## src/domc_pkg.sv

```systemverilog
`default_nettype none
package domc_pkg;
  // Register byte offsets
  localparam logic [7:0] REG_CONFIG  = 8'h00;
  localparam logic [7:0] REG_COMMAND = 8'h04;
  localparam logic [7:0] REG_STATUS  = 8'h08;
  // Config register fields
  localparam int CFG_MODE_LSB  = 0;
  localparam int CFG_HSSEL_LSB = 8;
  // Command register fields
  localparam int CMD_CHAN_LSB  = 0;
  localparam int CMD_DRV_LSB   = 8;
  localparam int CMD_PWMEN_BIT = 16;
  // Status register fields
  localparam int ST_MODE_LSB   = 0;
  localparam int ST_STAGE_LSB  = 8;
  localparam int ST_DRAIN_LSB  = 16;
  localparam int ST_SOURCE_LSB = 20;
  localparam int ST_ENABLE_BIT = 24;
  // Mode field encodings
  localparam logic [1:0] MODE_1 = 2'h0;
  localparam logic [1:0] MODE_2 = 2'h1;
  localparam logic [1:0] MODE_3 = 2'h2;
  localparam logic [1:0] MODE_4 = 2'h3;
  // Reset values
  localparam logic [1:0]  RST_MODE    = 2'h0;
  localparam logic [31:0] RST_WORD    = 32'h0000_0000;
  // Dead time between complementary switches
  localparam int DEAD_NS      = 2000;
  localparam int CLK_PERIOD_NS = 4;
  localparam int DEAD_CYC     = (DEAD_NS + CLK_PERIOD_NS - 1) / CLK_PERIOD_NS;
  localparam int CNT_W        = 10;
  localparam logic [CNT_W-1:0] DEAD_LAST = CNT_W'(DEAD_CYC - 1);
  // Pair sequencer states
  typedef enum logic [1:0] {
    SEQ_OFF_WAIT, SEQ_FREE, SEQ_ON_WAIT, SEQ_PRIM
  } domc_seq_state_t;
endpackage : domc_pkg
`default_nettype wire

```

## src/domc_deadtime_seq.sv

```systemverilog
`default_nettype none
module domc_deadtime_seq
  import domc_pkg::*;
(
  input  wire logic pclk,           // System clock
  input  wire logic presetn,        // Async reset, active low
  input  wire logic run,            // Pair active in a PWM mode
  input  wire logic cmd,            // Effective on command
  input  wire logic prim_gate_high, // Sensed gate of commanded switch
  input  wire logic free_gate_high, // Sensed gate of freewheel switch
  output logic      prim_on,        // Commanded switch gate drive
  output logic      free_on         // Freewheel switch gate drive
);
  domc_seq_state_t  state;          // Sequencer state
  logic [CNT_W-1:0] cnt;            // Dead-time counter
  logic             watch_low;      // Watched gate is low

  // Off path watches the primary gate, on path the freewheel gate
  assign watch_low = (state == SEQ_ON_WAIT) ? !free_gate_high
                                            : !prim_gate_high;

  ////////////////////////////////////////////////////////////////////////////
  // State sequencing with dead time
  always_ff @(posedge pclk or negedge presetn) begin
    if (!presetn) begin
      state <= SEQ_OFF_WAIT;
      cnt   <= '0;
    end else if (!run) begin
      // Idle parks in off wait, both switches off
      state <= SEQ_OFF_WAIT;
      cnt   <= '0;
    end else begin
      unique case (state)
        SEQ_OFF_WAIT: begin
          if (cmd) begin
            state <= SEQ_ON_WAIT;
            cnt   <= '0;
          end else if (!watch_low) begin
            cnt   <= '0;                     // Gate not low yet
          end else if (cnt == DEAD_LAST) begin
            state <= SEQ_FREE;
            cnt   <= '0;
          end else begin
            cnt   <= cnt + 1'b1;
          end
        end
        SEQ_FREE: begin
          if (cmd) begin
            state <= SEQ_ON_WAIT;            // Freewheel off first
          end
        end
        SEQ_ON_WAIT: begin
          if (!cmd) begin
            state <= SEQ_OFF_WAIT;
            cnt   <= '0;
          end else if (!watch_low) begin
            cnt   <= '0;
          end else if (cnt == DEAD_LAST) begin
            state <= SEQ_PRIM;
            cnt   <= '0;
          end else begin
            cnt   <= cnt + 1'b1;
          end
        end
        SEQ_PRIM: begin
          if (!cmd) begin
            state <= SEQ_OFF_WAIT;           // Primary off first
          end
        end
      endcase
    end
  end

  // Gate drives follow the state one edge later
  always_ff @(posedge pclk or negedge presetn) begin
    if (!presetn) begin
      prim_on <= 1'b0;
      free_on <= 1'b0;
    end else begin
      prim_on <= run && (state == SEQ_PRIM) && cmd;
      free_on <= run && (state == SEQ_FREE) && !cmd;
    end
  end

  ////////////////////////////////////////////////////////////////////////////
  // Helper counts of consecutive low gate cycles
  logic [CNT_W-1:0] prim_low_run;   // Primary gate low run length
  logic [CNT_W-1:0] free_low_run;   // Freewheel gate low run length

  always_ff @(posedge pclk or negedge presetn) begin
    if (!presetn) begin
      prim_low_run <= '0;
      free_low_run <= '0;
    end else begin
      prim_low_run <= prim_gate_high ? '0 :
                      (&prim_low_run) ? prim_low_run : prim_low_run + 1'b1;
      free_low_run <= free_gate_high ? '0 :
                      (&free_low_run) ? free_low_run : free_low_run + 1'b1;
    end
  end

  a_no_overlap: assert property (
    @(posedge pclk) disable iff (!presetn) !(prim_on && free_on))
    else $error("Both switches of a pair driven together");

  a_on_dead_time: assert property (
    @(posedge pclk) disable iff (!presetn)
    $rose(prim_on) |-> $past(free_low_run, 2) >= DEAD_LAST)
    else $error("Primary turned on before dead time elapsed");

  a_off_dead_time: assert property (
    @(posedge pclk) disable iff (!presetn)
    $rose(free_on) |-> $past(prim_low_run, 2) >= DEAD_LAST)
    else $error("Freewheel turned on before dead time elapsed");

  a_off_prompt: assert property (
    @(posedge pclk) disable iff (!presetn)
    (prim_on && !cmd) |-> ##2 !prim_on)
    else $error("Primary not released after off command");
endmodule : domc_deadtime_seq
`default_nettype wire

```

## src/domc_output_ctrl.sv

```systemverilog
// Operation
// - Enable low forces every power stage off
// - Mode changes only apply while enable low
// - Channel on equals parallel line OR bit
// - Reset clears registers, forces stages off
// - Two-bit field selects modes one to four
// - Mode 1 lines drive paired stages, drains
// - Mode 2 low stages need PWM enable
// - Mode 2 high source freewheels for stage
// - Mode 2 on: source off, wait, stage
// - Mode 2 off: stage off, wait, source
// - Mode 3 sources need PWM enable bit
// - Mode 3 stage freewheels for high source
// - Mode 3 off: source off, wait, stage
// - Mode 4 lines drive stages; drivers serial
// - Mode 4 per-driver high/low at bit 8
//
// Decided for this implementation: the placing of the registers and register access over APB.
`default_nettype none
module domc_output_ctrl
  import domc_pkg::*;
(
  input  wire logic        pclk,                // 250 MHz clock
  input  wire logic        presetn,             // Reset pin, active low
  input  wire logic        psel,                // APB select
  input  wire logic        penable,             // APB access phase
  input  wire logic        pwrite,              // APB write
  input  wire logic [7:0]  paddr,               // APB byte address
  input  wire logic [31:0] pwdata,              // APB write data
  output logic             pready,              // APB ready
  output logic [31:0]      prdata,              // APB read data
  output logic             pslverr,             // APB error
  input  wire logic        out_enable,          // Global enable pin
  input  wire logic [7:0]  parallel_pwm_line,   // Parallel drive lines
  input  wire logic [7:0]  stage_gate_high,     // Low stage gate sensed
  input  wire logic [3:0]  source_gate_high,    // Driver gate sensed
  output logic      [7:0]  low_side_stage,      // Low-side stage drives
  output logic      [3:0]  config_driver_drain, // Driver as low side
  output logic      [3:0]  config_driver_source // Driver as high side
);
  ////////////////////////////////////////////////////////////////////////////
  // Registers
  logic [1:0] cfg_mode;        // Written mode field
  logic [3:0] cfg_hs_sel;      // Per-driver high-side select
  logic [1:0] active_mode;     // Mode in force
  logic [7:0] ser_chan;        // Serial channel commands
  logic [3:0] ser_drv;         // Serial driver commands
  logic       pwm_en;          // PWM enable for pairs 1-4
  logic       access;          // APB access phase cycle
  logic       wr_take;         // Write committed this edge

  assign access  = psel && penable;
  assign wr_take = access && pready && pwrite;

  // One wait state: ready rises after the first access cycle
  always_ff @(posedge pclk or negedge presetn) begin
    if (!presetn) begin
      pready  <= 1'b0;
      pslverr <= 1'b0;
      prdata  <= RST_WORD;
    end else begin
      pready  <= access && !pready;
      pslverr <= 1'b0;
      prdata  <= RST_WORD;
      if (access && !pready) begin
        unique case (paddr)
          REG_CONFIG: begin
            prdata[CFG_MODE_LSB +: 2]  <= cfg_mode;
            prdata[CFG_HSSEL_LSB +: 4] <= cfg_hs_sel;
          end
          REG_COMMAND: begin
            prdata[CMD_CHAN_LSB +: 8]  <= ser_chan;
            prdata[CMD_DRV_LSB +: 4]   <= ser_drv;
            prdata[CMD_PWMEN_BIT]      <= pwm_en;
          end
          REG_STATUS: begin
            prdata[ST_MODE_LSB +: 2]   <= active_mode;
            prdata[ST_STAGE_LSB +: 8]  <= low_side_stage;
            prdata[ST_DRAIN_LSB +: 4]  <= config_driver_drain;
            prdata[ST_SOURCE_LSB +: 4] <= config_driver_source;
            prdata[ST_ENABLE_BIT]      <= out_enable;
          end
          default: pslverr <= 1'b1;     // Unmapped address
        endcase
      end
    end
  end

  // Software-written fields, cleared by the reset pin
  always_ff @(posedge pclk or negedge presetn) begin
    if (!presetn) begin
      cfg_mode   <= RST_MODE;
      cfg_hs_sel <= '0;
      ser_chan   <= '0;
      ser_drv    <= '0;
      pwm_en     <= 1'b0;
    end else if (wr_take) begin
      if (paddr == REG_CONFIG) begin
        cfg_mode   <= pwdata[CFG_MODE_LSB +: 2];
        cfg_hs_sel <= pwdata[CFG_HSSEL_LSB +: 4];
      end
      if (paddr == REG_COMMAND) begin
        ser_chan <= pwdata[CMD_CHAN_LSB +: 8];
        ser_drv  <= pwdata[CMD_DRV_LSB +: 4];
        pwm_en   <= pwdata[CMD_PWMEN_BIT];
      end
    end
  end

  // Written mode only takes hold while outputs are disabled
  always_ff @(posedge pclk or negedge presetn) begin
    if (!presetn) begin
      active_mode <= RST_MODE;
    end else if (!out_enable) begin
      active_mode <= cfg_mode;
    end
  end

  ////////////////////////////////////////////////////////////////////////////
  // Commands and PWM pair sequencers
  logic [7:0] chan_cmd;        // Effective per-channel command
  logic       run2;            // Mode 2 pairs active
  logic       run3;            // Mode 3 pairs active
  logic [3:0] m2_stage_on;     // Mode 2 stage drives
  logic [3:0] m2_src_on;       // Mode 2 freewheel source drives
  logic [3:0] m3_src_on;       // Mode 3 source drives
  logic [3:0] m3_stage_on;     // Mode 3 freewheel stage drives

  assign chan_cmd = parallel_pwm_line | ser_chan;
  assign run2 = out_enable && pwm_en && active_mode == MODE_2;
  assign run3 = out_enable && pwm_en && active_mode == MODE_3;

  // Pair k couples channel k with the other side of index k^1
  for (genvar k = 0; k < 4; k++) begin : g_pair
    domc_deadtime_seq u_m2 (
      .pclk           (pclk),
      .presetn        (presetn),
      .run            (run2),
      .cmd            (chan_cmd[k]),
      .prim_gate_high (stage_gate_high[k]),
      .free_gate_high (source_gate_high[k ^ 1]),
      .prim_on        (m2_stage_on[k]),
      .free_on        (m2_src_on[k ^ 1])
    );
    domc_deadtime_seq u_m3 (
      .pclk           (pclk),
      .presetn        (presetn),
      .run            (run3),
      .cmd            (chan_cmd[k]),
      .prim_gate_high (source_gate_high[k]),
      .free_gate_high (stage_gate_high[k ^ 1]),
      .prim_on        (m3_src_on[k]),
      .free_on        (m3_stage_on[k ^ 1])
    );
  end

  ////////////////////////////////////////////////////////////////////////////
  // Mode mapping to power stages
  logic [7:0] next_stage;      // Next low-side stage drives
  logic [3:0] next_drain;      // Next driver low-side drives
  logic [3:0] next_source;     // Next driver high-side drives

  always_comb begin
    next_stage  = '0;
    next_drain  = '0;
    next_source = '0;
    unique case (active_mode)
      MODE_1: begin
        next_stage  = {chan_cmd[7:4], {2{chan_cmd[1]}},
                       {2{chan_cmd[0]}}};
        next_drain  = {{2{chan_cmd[3]}}, {2{chan_cmd[2]}}};
      end
      MODE_2: begin
        next_stage  = {chan_cmd[7:4], m2_stage_on};
        next_source = m2_src_on;
      end
      MODE_3: begin
        next_stage  = {chan_cmd[7:4], m3_stage_on};
        next_source = m3_src_on;
      end
      MODE_4: begin
        next_stage  = chan_cmd;
        next_drain  = ser_drv & ~cfg_hs_sel;
        next_source = ser_drv & cfg_hs_sel;
      end
    endcase
    // Enable low blocks all driving
    if (!out_enable) begin
      next_stage  = '0;
      next_drain  = '0;
      next_source = '0;
    end
  end

  // Registered gate drives
  always_ff @(posedge pclk or negedge presetn) begin
    if (!presetn) begin
      low_side_stage       <= '0;
      config_driver_drain  <= '0;
      config_driver_source <= '0;
    end else begin
      low_side_stage       <= next_stage;
      config_driver_drain  <= next_drain;
      config_driver_source <= next_source;
    end
  end

  ////////////////////////////////////////////////////////////////////////////
  // Checks
  a_enable_off: assert property (
    @(posedge pclk) disable iff (!presetn)
    !out_enable |=> (low_side_stage == '0 && config_driver_drain == '0
                     && config_driver_source == '0))
    else $error("Stage driven while enable low");

  a_mode_hold: assert property (
    @(posedge pclk) disable iff (!presetn)
    out_enable |=> $stable(active_mode))
    else $error("Mode changed while enable high");

  a_reset_clear: assert property (
    @(posedge pclk) $rose(presetn) |-> (low_side_stage == '0
      && active_mode == RST_MODE && ser_chan == '0))
    else $error("State not cleared by reset");

  a_mode4_or: assert property (
    @(posedge pclk) disable iff (!presetn)
    (out_enable && active_mode == MODE_4)
      |=> low_side_stage == $past(parallel_pwm_line | ser_chan))
    else $error("Mode 4 stage is not line OR serial bit");

  a_mode1_pairs: assert property (
    @(posedge pclk) disable iff (!presetn)
    (out_enable && active_mode == MODE_1 && chan_cmd[2])
      |=> config_driver_drain[1:0] == 2'h3)
    else $error("Mode 1 drains 1 and 2 not driven together");

  a_mode2_gate: assert property (
    @(posedge pclk) disable iff (!presetn)
    (active_mode == MODE_2 && !pwm_en)[*2] |=> low_side_stage[3:0] == '0)
    else $error("Mode 2 stage driven without PWM enable");

  a_mode3_gate: assert property (
    @(posedge pclk) disable iff (!presetn)
    (active_mode == MODE_3 && !pwm_en)[*2] |=> config_driver_source == '0)
    else $error("Mode 3 source driven without PWM enable");

  a_mode4_drv: assert property (
    @(posedge pclk) disable iff (!presetn)
    (out_enable && active_mode == MODE_4)
      |=> (config_driver_drain | config_driver_source) == $past(ser_drv))
    else $error("Mode 4 driver not following serial bits");

  a_reset_outs: assert property (
    @(posedge pclk) (!presetn)[*2] |-> (low_side_stage == '0
      && config_driver_drain == '0 && config_driver_source == '0))
    else $error("Stage driven while reset held");

  a_upper_direct: assert property (
    @(posedge pclk) disable iff (!presetn)
    out_enable |=> low_side_stage[7:4] == $past(chan_cmd[7:4]))
    else $error("Stages 5 to 8 not following line OR serial bit");

  a_mode1_stage12: assert property (
    @(posedge pclk) disable iff (!presetn)
    (out_enable && active_mode == MODE_1 && chan_cmd[0])
      |=> low_side_stage[1:0] == 2'h3)
    else $error("Mode 1 stages 1 and 2 not driven together");

  a_mode1_stage34: assert property (
    @(posedge pclk) disable iff (!presetn)
    (out_enable && active_mode == MODE_1 && chan_cmd[1])
      |=> low_side_stage[3:2] == 2'h3)
    else $error("Mode 1 stages 3 and 4 not driven together");

  a_mode1_drain34: assert property (
    @(posedge pclk) disable iff (!presetn)
    (out_enable && active_mode == MODE_1 && chan_cmd[3])
      |=> config_driver_drain[3:2] == 2'h3)
    else $error("Mode 1 drains 3 and 4 not driven together");

  a_mode1_no_src: assert property (
    @(posedge pclk) disable iff (!presetn)
    (active_mode == MODE_1) |=> config_driver_source == 4'h0)
    else $error("Source driven in mode 1");

  a_pwm_no_drain: assert property (
    @(posedge pclk) disable iff (!presetn)
    (active_mode == MODE_2 || active_mode == MODE_3)
      |=> config_driver_drain == 4'h0)
    else $error("Drain driven in a PWM mode");

  // Cross-conduction guard: a pair must never conduct on both sides,
  // whichever of the two PWM modes owns it
  a_pair_cross: assert property (
    @(posedge pclk) disable iff (!presetn)
    (active_mode == MODE_2 || active_mode == MODE_3)
      |-> (low_side_stage[3:0] & {config_driver_source[2],
           config_driver_source[3], config_driver_source[0],
           config_driver_source[1]}) == 4'h0)
    else $error("Stage and paired source driven together");

  a_drv_split: assert property (
    @(posedge pclk) disable iff (!presetn)
    (config_driver_drain & config_driver_source) == 4'h0)
    else $error("Driver used as both high and low side");

  a_mode4_side: assert property (
    @(posedge pclk) disable iff (!presetn)
    (out_enable && active_mode == MODE_4)
      |=> config_driver_source == $past(ser_drv & cfg_hs_sel))
    else $error("Mode 4 driver side not per select bit");
endmodule : domc_output_ctrl
`default_nettype wire

```

## config.mk

```make
export PLATFORM = sky130hd
export DESIGN_NAME = domc_output_ctrl
export DESIGN_NICKNAME = d
export VERILOG_FILES = /design/src/domc_pkg.sv /design/src/domc_deadtime_seq.sv /design/src/domc_output_ctrl.sv
export SDC_FILE = /design/constraint.sdc
export NUM_CORES = 1
export LEC_CHECK = 0
export ABC_AREA = 1
export ABC_CLOCK_PERIOD_IN_PS = 1800
export BUFFER_PORTS_ARGS = -buffer_cell sky130_fd_sc_hd__clkbuf_2
export CAP_MARGIN = 20
export CORE_MARGIN = 5
export CORE_UTILIZATION = 45
export CTS_CLUSTER_DIAMETER = 100
export DETAILED_ROUTE_END_ITERATION = 10
export PLACE_DENSITY = 0.73
export SETUP_SLACK_MARGIN = 0.3
export SYNTH_ARGS = -nofsm -noshare
export SYNTH_HDL_FRONTEND = slang
export SYNTH_SLANG_ARGS = --single-unit
```

## constraint.sdc

```tcl
create_clock -name pclk -period 1.8 [get_ports pclk]
set_input_delay 0.09 -clock pclk [delete_from_list [all_inputs] [get_ports pclk]]
set_output_delay 0.09 -clock pclk [all_outputs]
set_load 0.02 [all_outputs]
```

==> results of run 1 <==
[power by group through the flow]
| stage | registers [mW] | clock network, mW | logic [mW] |
|---|---|---|---|
| finish | 3.99 | 3.55 | 0.375 |
| global route | 3.98 | 3.78 | 0.422 |
| CTS | 3.98 | 3.61 | 0.366 |
| detailed placement | 4.06 | 0 | 0.325 |
| global placement | 4.06 | 0 | 0.319 |
| floorplan | 4.08 | 0 | 0.107 |
[cells in the mapped netlist]
library cell | count | area share, %
buf_4 | 9 | 0.72
o22ai_1 | 2 | 0.13
nor2_2 | 10 | 0.67
conb_1 | 1 | 0.040
a21oi_1 | 30 | 1.6
nand3_1 | 95 | 5.1
o21bai_1 | 5 | 0.40
nand3_2 | 5 | 0.53
nand3_4 | 2 | 0.37
nand2_2 | 1 | 0.067
clkinv_1 | 2 | 0.080
or2_2 | 1 | 0.067
nor2_4 | 8 | 0.96
nand2_4 | 2 | 0.24
a31oi_1 | 15 | 1.0
nor3_2 | 5 | 0.53
inv_4 | 1 | 0.067
o21ai_0 | 33 | 1.8
buf_6 | 6 | 0.72
xor2_1 | 18 | 1.7
inv_1 | 155 | 6.2
o21ai_1 | 12 | 0.64
nor2_1 | 174 | 6.9
nor2_8 | 4 | 0.85
nand2_1 | 383 | 15
ha_1 | 13 | 1.7
inv_2 | 8 | 0.32
o21ai_2 | 4 | 0.37
dfrtp_1 | 176 | 47
clkbuf_1 | 6 | 0.24
a31o_2 | 4 | 0.37
xnor2_1 | 7 | 0.65
buf_2 | 3 | 0.16
nor3_1 | 9 | 0.48
nand3b_1 | 6 | 0.48
nor3b_1 | 1 | 0.080
nand4_1 | 25 | 1.7
[worst paths after layout]
kind | depth (start not counted) | startpoint | end
max | 9 | active_mode[0]$_DFFE_PN0N_ | g_pair[2].u_m3.cnt[0]$_DFFE_PN0P_
min | 4 | paddr[2] | prdata[9]$_DFF_PN0_
max reg2reg | 9 | active_mode[0]$_DFFE_PN0N_ | g_pair[2].u_m3.cnt[0]$_DFFE_PN0P_
min reg2reg | 2 | ser_chan[6]$_DFFE_PN0P_ | ser_chan[6]$_DFFE_PN0P_
max in group asynchronous | 3 | presetn | g_pair[0].u_m2.state[0]$_DFFE_PN0P_
min in group asynchronous | 2 | presetn | prdata[12]$_DFF_PN0_
[metrics by stage]
step / hold WS (ps) / power [mW]
finish: 51.26 / 7.906
global placement: 85.06 / 4.380
floorplan: -205.6 / 4.186
detailed placement: 88.80 / 4.386
CTS: 35.93 / 7.957
global route: 92.00 / 8.186
[per-layer routing]
metal	vias up	global-route usage (%)
met5	-	0
met4	0	5.761
met3	42	3.129
met2	249	30.84
met1	3994	25.49
li1	4245	-
[cells by family after synthesis]
kind of cell | count (synthesis) | synth area share (%)
DFF | 176 | 46.85
buffers and inverters | 190 | 8.492
AOI/OAI and AO/OA | 105 | 6.269
other | 1 | 0.03989
and+or+nand+nor | 731 | 34.29
xor gates and xnor gates | 25 | 2.329
adders and majority gates | 13 | 1.730
[worst register-to-register path, delay by kind of cell (launching register included)]
kind | cells | cell delay (ps)
simple gates | 5 | 670
flops | 1 | 450
buf+inv | 3 | 290
fa+ha+maj | 1 | 160
[state kept, by name, indices dropped and copies added (netlist names), 4 cells and up]
name / count
low_side_stage: 8
g_pair.u_m2.prim_on: 4
prdata: 25
ser_drv: 4
g_pair.u_m3.cnt: 40
g_pair.u_m2.cnt: 40
g_pair.u_m2.free_on: 4
cfg_hs_sel: 4
ser_chan: 8
g_pair.u_m3.free_on: 4
config_driver_source: 4
g_pair.u_m2.state: 8
config_driver_drain: 4
g_pair.u_m3.prim_on: 4
g_pair.u_m3.state: 8
[repair_timing]
| action | CTS | global route |
|---|---|---|
| hold buffers | 19 | 0 |
| gates resized for setup | 76 | 90 |
| setup buffers | 17 | 10 |
| setup endpoints to repair | 89 | 110 |
| pin swaps | 30 | 34 |
| gates cloned | 2 | 1 |
| endpoints found under the hold margin | 75 | 0 |
[cell type report]
cell class                      instances  share of cell area [%]
Tap cell                              270                   2.804
Multi-Input combinational cell        883                   40.13
Clock inverter                         15                   1.174
Sequential cell                       176                   36.59
Clock buffer                           17                   3.531
Timing Repair Buffer                  168                   10.39
Inverter                              166                   5.380
==> impl_metrics.tcl, run 1 <==
set metrics [dict create \
    status "finished, final reports clean" \
    fin_cells 1695 \
    layout_common_cells "nand2_1, dfrtp_1, nor2_1, inv_1, clkbuf_2" \
    dr_wl_met3_mm 1.114 \
    path_buf_inv 3 \
    ff2ff_setup_slack_ps 180 \
    cts_tree "built" \
    post-route-min-period_ps 1615 \
    nNetsFinal 1491 \
    start_kind "flop" \
    antenna_found_initial 0 \
    die_area_mm2 0.02388 \
    drc 0 \
    hold_viol 0 \
    grt_pass1_vias 7968 \
    seq_power_share_pct 50.4 \
    worstSetupEndpointType "flop" \
    hold_path_class "in2reg" \
    wl_per_cell_um 13.33 \
    power_density_mw_per_mm2 656.3 \
    internal-power_mw 5.939 \
    area_delta_synth_final_pct 28.15 \
    cts_htree_levels 4 \
    dp_slack_ps -7.990 \
    switching_share_pct 24.88 \
    dpl_cell_area_mm2 0.01040 \
    critical_path_class "reg2reg" \
    cts_made_buffers 17 \
    yosys_warnings 0 \
    start_util_pct 46.01 \
    vdd_drop_max_mv 0.5889 \
    syn_area_mm2 0.009400 \
    fin_crit_sh_pct 89.73 \
    pwr-share-comb_pct 4.7 \
    cp_max_fo 4 \
    clk_latency_ps 430 \
    cts_sinks 176 \
    drtAntennaViolNets 0 \
    regArea_mm2 0.004408 \
    die_y_um 154.5 \
    ys_seq_area_share_pct 46.85 \
    cp_slowest_cell "dfrtp_2" \
    drt-initial-drc-count 599 \
    max_stage_delay_ps 450 \
    dr.pass1.iters 6 \
    switchingPower_mw 1.967 \
    rsz0062_at_grt "yes" \
    highest_layer "met4" \
    multi_input_area_mm2 0.004835 \
    wl_met1_mm 10.08 \
    dr_wl_met2_mm 10.88 \
    n_fill_cell 1708 \
    vias 8530 \
    fin_util_pct 58.97 \
    finalSetupTns_ps 0 \
    p_clk_share_pct 44.8 \
    finalWirelength_mm 22.59 \
    dpl.hpwl_mm 15.61 \
    cp_top_family "simple AND/OR/NAND/NOR gates" \
    cp_cell_sequence "inv_4 -> ha_4 -> inv_4 -> nor2_4 -> buf_12 -> nand3_4 -> nor2_4 -> nand3_1 -> nand2_1" \
    synthCells 1241 \
    n_antenna_cell 0 \
    die_w_um 154.5 \
    clockBufferDepth 2 \
    layout_commonest_cell "nand2_1" \
    root_buffer "clkbuf_16" \
    drv_slew 0 \
    worst_slack_ps 184.8 \
    worst_slew_pin_slew_ps 548.1 \
    finalSetupViolCount 0 \
    synth-seq-cells 176 \
    dp_cells 1614 \
    vias_per_cell 5.032 \
    rows 52 \
    fmax_ghz 0.6191 \
    finalInstanceArea_mm2 0.01205 \
    skew_ps 7.471 \
    leakage_nw 5.964 \
    slew_headroom_pct 63.46 \
    grt_pass1_wl_mm 37.52 \
    clk_pin_slew_ps 70 \
    overflow 0 \
    drive_gt1_share_pct 23.72 \
    grt_max_degree 57 \
    io-pin-count 116 \
    portBuffers 85 \
    worstPathArrival_ps 1990 \
    place_congestion 0.8709 \
    yosysUniqueCellTypes 37 \
    core_area_mm2 0.02043 \
    syn_area_per_cell_um2 7.575 \
    cp.required_ps 2170 \
    cap_violations 0 \
    track_usage_pct 18.73 \
]
(Power assumes the default switching activity.)
==> inputs of run 2 (changes only) <==
--- a/config.mk
+++ b/config.mk
@@ -9,7 +9,7 @@
 export ABC_CLOCK_PERIOD_IN_PS = 1800
 export BUFFER_PORTS_ARGS = -buffer_cell sky130_fd_sc_hd__clkbuf_2
 export CAP_MARGIN = 20
-export CORE_MARGIN = 5
+export CORE_MARGIN = 2
 export CORE_UTILIZATION = 45
 export CTS_CLUSTER_DIAMETER = 100
 export DETAILED_ROUTE_END_ITERATION = 10
==> run 2 against run 1 <==
Critical path type unchanged. Worst setup slack lost 43 ps. Die area down 7.6%. Final area up 1.4%. Largest power group unchanged. Register-to-register slack got worse by 40 ps.
==> impl_metrics.tcl, run 2 (synthesized netlist as in run 1, its figures left out) <==
set metrics [dict create \
    status "finished, final reports clean" \
    reg_top3 "g_pair.u_m2.cnt: 40 flops, g_pair.u_m3.cnt: 40 flops, prdata: 25 flops" \
    vdd_drop_max_mv 0.6952 \
    overflow 0 \
    area_delta_synth_final_pct 29.99 \
    start_kind "flop" \
    nNetsFinal 1512 \
    vias 8619 \
    cts_tree "built" \
    vias_per_cell 5.023 \
    cp_cell_sequence "inv_2 -> ha_4 -> inv_2 -> nor2_4 -> buf_6 -> nand3_4 -> nor2_4 -> nand3b_1 -> nand2_1" \
    cp_max_fo 5 \
    cts_sinks 176 \
    pwr-share-comb_pct 4.8 \
    clk_latency_ps 440 \
    grt_pass1_vias 8107 \
    drc 0 \
    hold_path_class "in2reg" \
    cap_violations 0 \
    layout_common_cells "nand2_1, dfrtp_1, nor2_1, inv_1, clkbuf_2" \
    worstRegToRegCells 9 \
    worstPathArrival_ps 2030 \
    skew_ps 11.72 \
    min_from "paddr[2]" \
    dpl.hpwl_mm 15.22 \
    switchingPower_mw 1.998 \
    p_clk_share_pct 45.3 \
    drv_slew 0 \
    worst_slack_ps 142.1 \
    core_area_mm2 0.02036 \
    fmax_ghz 0.6032 \
    drtAntennaViolNets 0 \
    cp.required_ps 2170 \
    grt_max_degree 59 \
    start_util_pct 46.16 \
    portBuffers 85 \
    post-route-min-period_ps 1658 \
    io-pin-count 116 \
    die_w_um 148.5 \
    finalWirelength_mm 23.38 \
    n_antenna_cell 0 \
    dr.pass1.iters 5 \
    worstSetupEndpointType "flop" \
    power_density_mw_per_mm2 653.1 \
    max_stage_delay_ps 460 \
    drt-initial-drc-count 506 \
    rr_endpoint "g_pair[2].u_m3.cnt[7]$_DFFE_PN0P_" \
    fin_crit_sh_pct 92.11 \
    slew_headroom_pct 61.60 \
    critical_path_class "reg2reg" \
    finalSetupViolCount 0 \
    power_mw 7.981 \
    leakage_nw 6.091 \
    antenna_found_initial 0 \
    drive_gt1_share_pct 24.62 \
    hold-path-endpoint "prdata[9]$_DFF_PN0_" \
    cp_slowest_cell "dfrtp_2" \
    track_usage_pct 21.07 \
    cts_htree_levels 4 \
    cts_made_buffers 17 \
    hold_viol 0 \
    dpl_cell_area_mm2 0.01038 \
    layout_commonest_cell "nand2_1" \
    rsz0062_at_grt "yes" \
    switching_share_pct 25.03 \
    die_y_um 148.5 \
    finalSetupTns_ps 0 \
    clockBufferDepth 2 \
    die_area_mm2 0.02206 \
    rows 52 \
    grt_pass1_wl_mm 37.71 \
    ff2ff_setup_slack_ps 140 \
    place_congestion 0.8771 \
    timing.rr.start "active_mode[0]$_DFFE_PN0N_" \
    root_buffer "clkbuf_16" \
    internal-power_mw 5.983 \
    seq_power_share_pct 49.9 \
    wl_per_cell_um 13.63 \
    finalInstanceArea_mm2 0.01222 \
    dp_slack_ps 37.18 \
    min_path_cells 4 \
    clk_pin_slew_ps 70 \
    worst_slew_pin_slew_ps 575.9 \
]
[run 2: final cells by class]
| class | instances | area (um^2) |
|---|---|---|
| clock buffer | 18 | 439.2 |
| clock inverter | 14 | 138.9 |
| fill | 1685 | 8145 |
| inverter | 166 | 640.6 |
| multi-input combinational | 883 | 4762 |
| sequential | 176 | 4412 |
| tap | 270 | 337.8 |
| timing repair buffer | 188 | 1481 |
| timing repair inverter | 1 | 7.507 |
[run 2: metal layers]
metal / vias up / wire, um / track usage (%)
met4: 0 / 702 / 8.429
met2: 265 / 11360 / 35.58
li1: 4288 / - / -
met5: - / 0 / 0
met3: 53 / 1288 / 3.620
met1: 4013 / 10030 / 27.05
[run 2: worst max-delay path: cells and delay by family, from the launching register on]
kind	cells	cell delay, ps
buffers and inverters	3	320
and+or+nand+nor	5	620
DFF	1	460
adders and majority gates	1	190
[run 2: worst max-delay path by stage]
stage / startpoint / end / slack, ps / depth (start not counted)
final: active_mode[0]$_DFFE_PN0N_ / g_pair[2].u_m3.cnt[7]$_DFFE_PN0P_ / 140 / 9
after global routing: active_mode[0]$_DFFE_PN0N_ / g_pair[3].u_m3.cnt[5]$_DFFE_PN0P_ / 50 / 9
after CTS: active_mode[0]$_DFFE_PN0N_ / g_pair[2].u_m3.cnt[7]$_DFFE_PN0P_ / 170 / 9
after detailed placement: active_mode[1]$_DFFE_PN0N_ / g_pair[1].u_m2.state[0]$_DFFE_PN0P_ / 40 / 10
after global placement: active_mode[1]$_DFFE_PN0N_ / g_pair[1].u_m2.state[0]$_DFFE_PN0P_ / 60 / 10
after floorplan: active_mode[0]$_DFFE_PN0N_ / g_pair[0].u_m3.cnt[5]$_DFFE_PN0P_ / 230 / 10
[run 2: through the flow]
step / utilization (%) / cells / hold slack [ps]
global route: 60.00 / 1716 / 54.53
global placement: 50.95 / 1612 / 97.03
floorplan: - / 1247 / -205.6
finish: 60.00 / 1716 / 38.83
CTS: 57.84 / 1698 / 24.01
detailed placement: 50.95 / 1612 / 97.44
[run 2: repair_timing]
| item | in CTS | in global routing |
|---|---|---|
| buffers inserted | 29 | 18 |
| hold buffers | 21 | 0 |
| cloned | 4 | 0 |
| hold endpoints to repair | 78 | 0 |
| endpoints found under the setup margin | 96 | 126 |
| resized for setup | 87 | 80 |
| pin swaps | 43 | 43 |
[run 2: power groups by stage]
stage | Clock (mW) | Sequential [mW] | Combinational (mW)
after global placement | 0 | 4.06 | 0.325
after detailed placement | 0 | 4.06 | 0.329
after floorplan | 0 | 4.08 | 0.107
after CTS | 3.67 | 3.98 | 0.373
after global routing | 3.86 | 3.98 | 0.422
final | 3.61 | 3.98 | 0.382
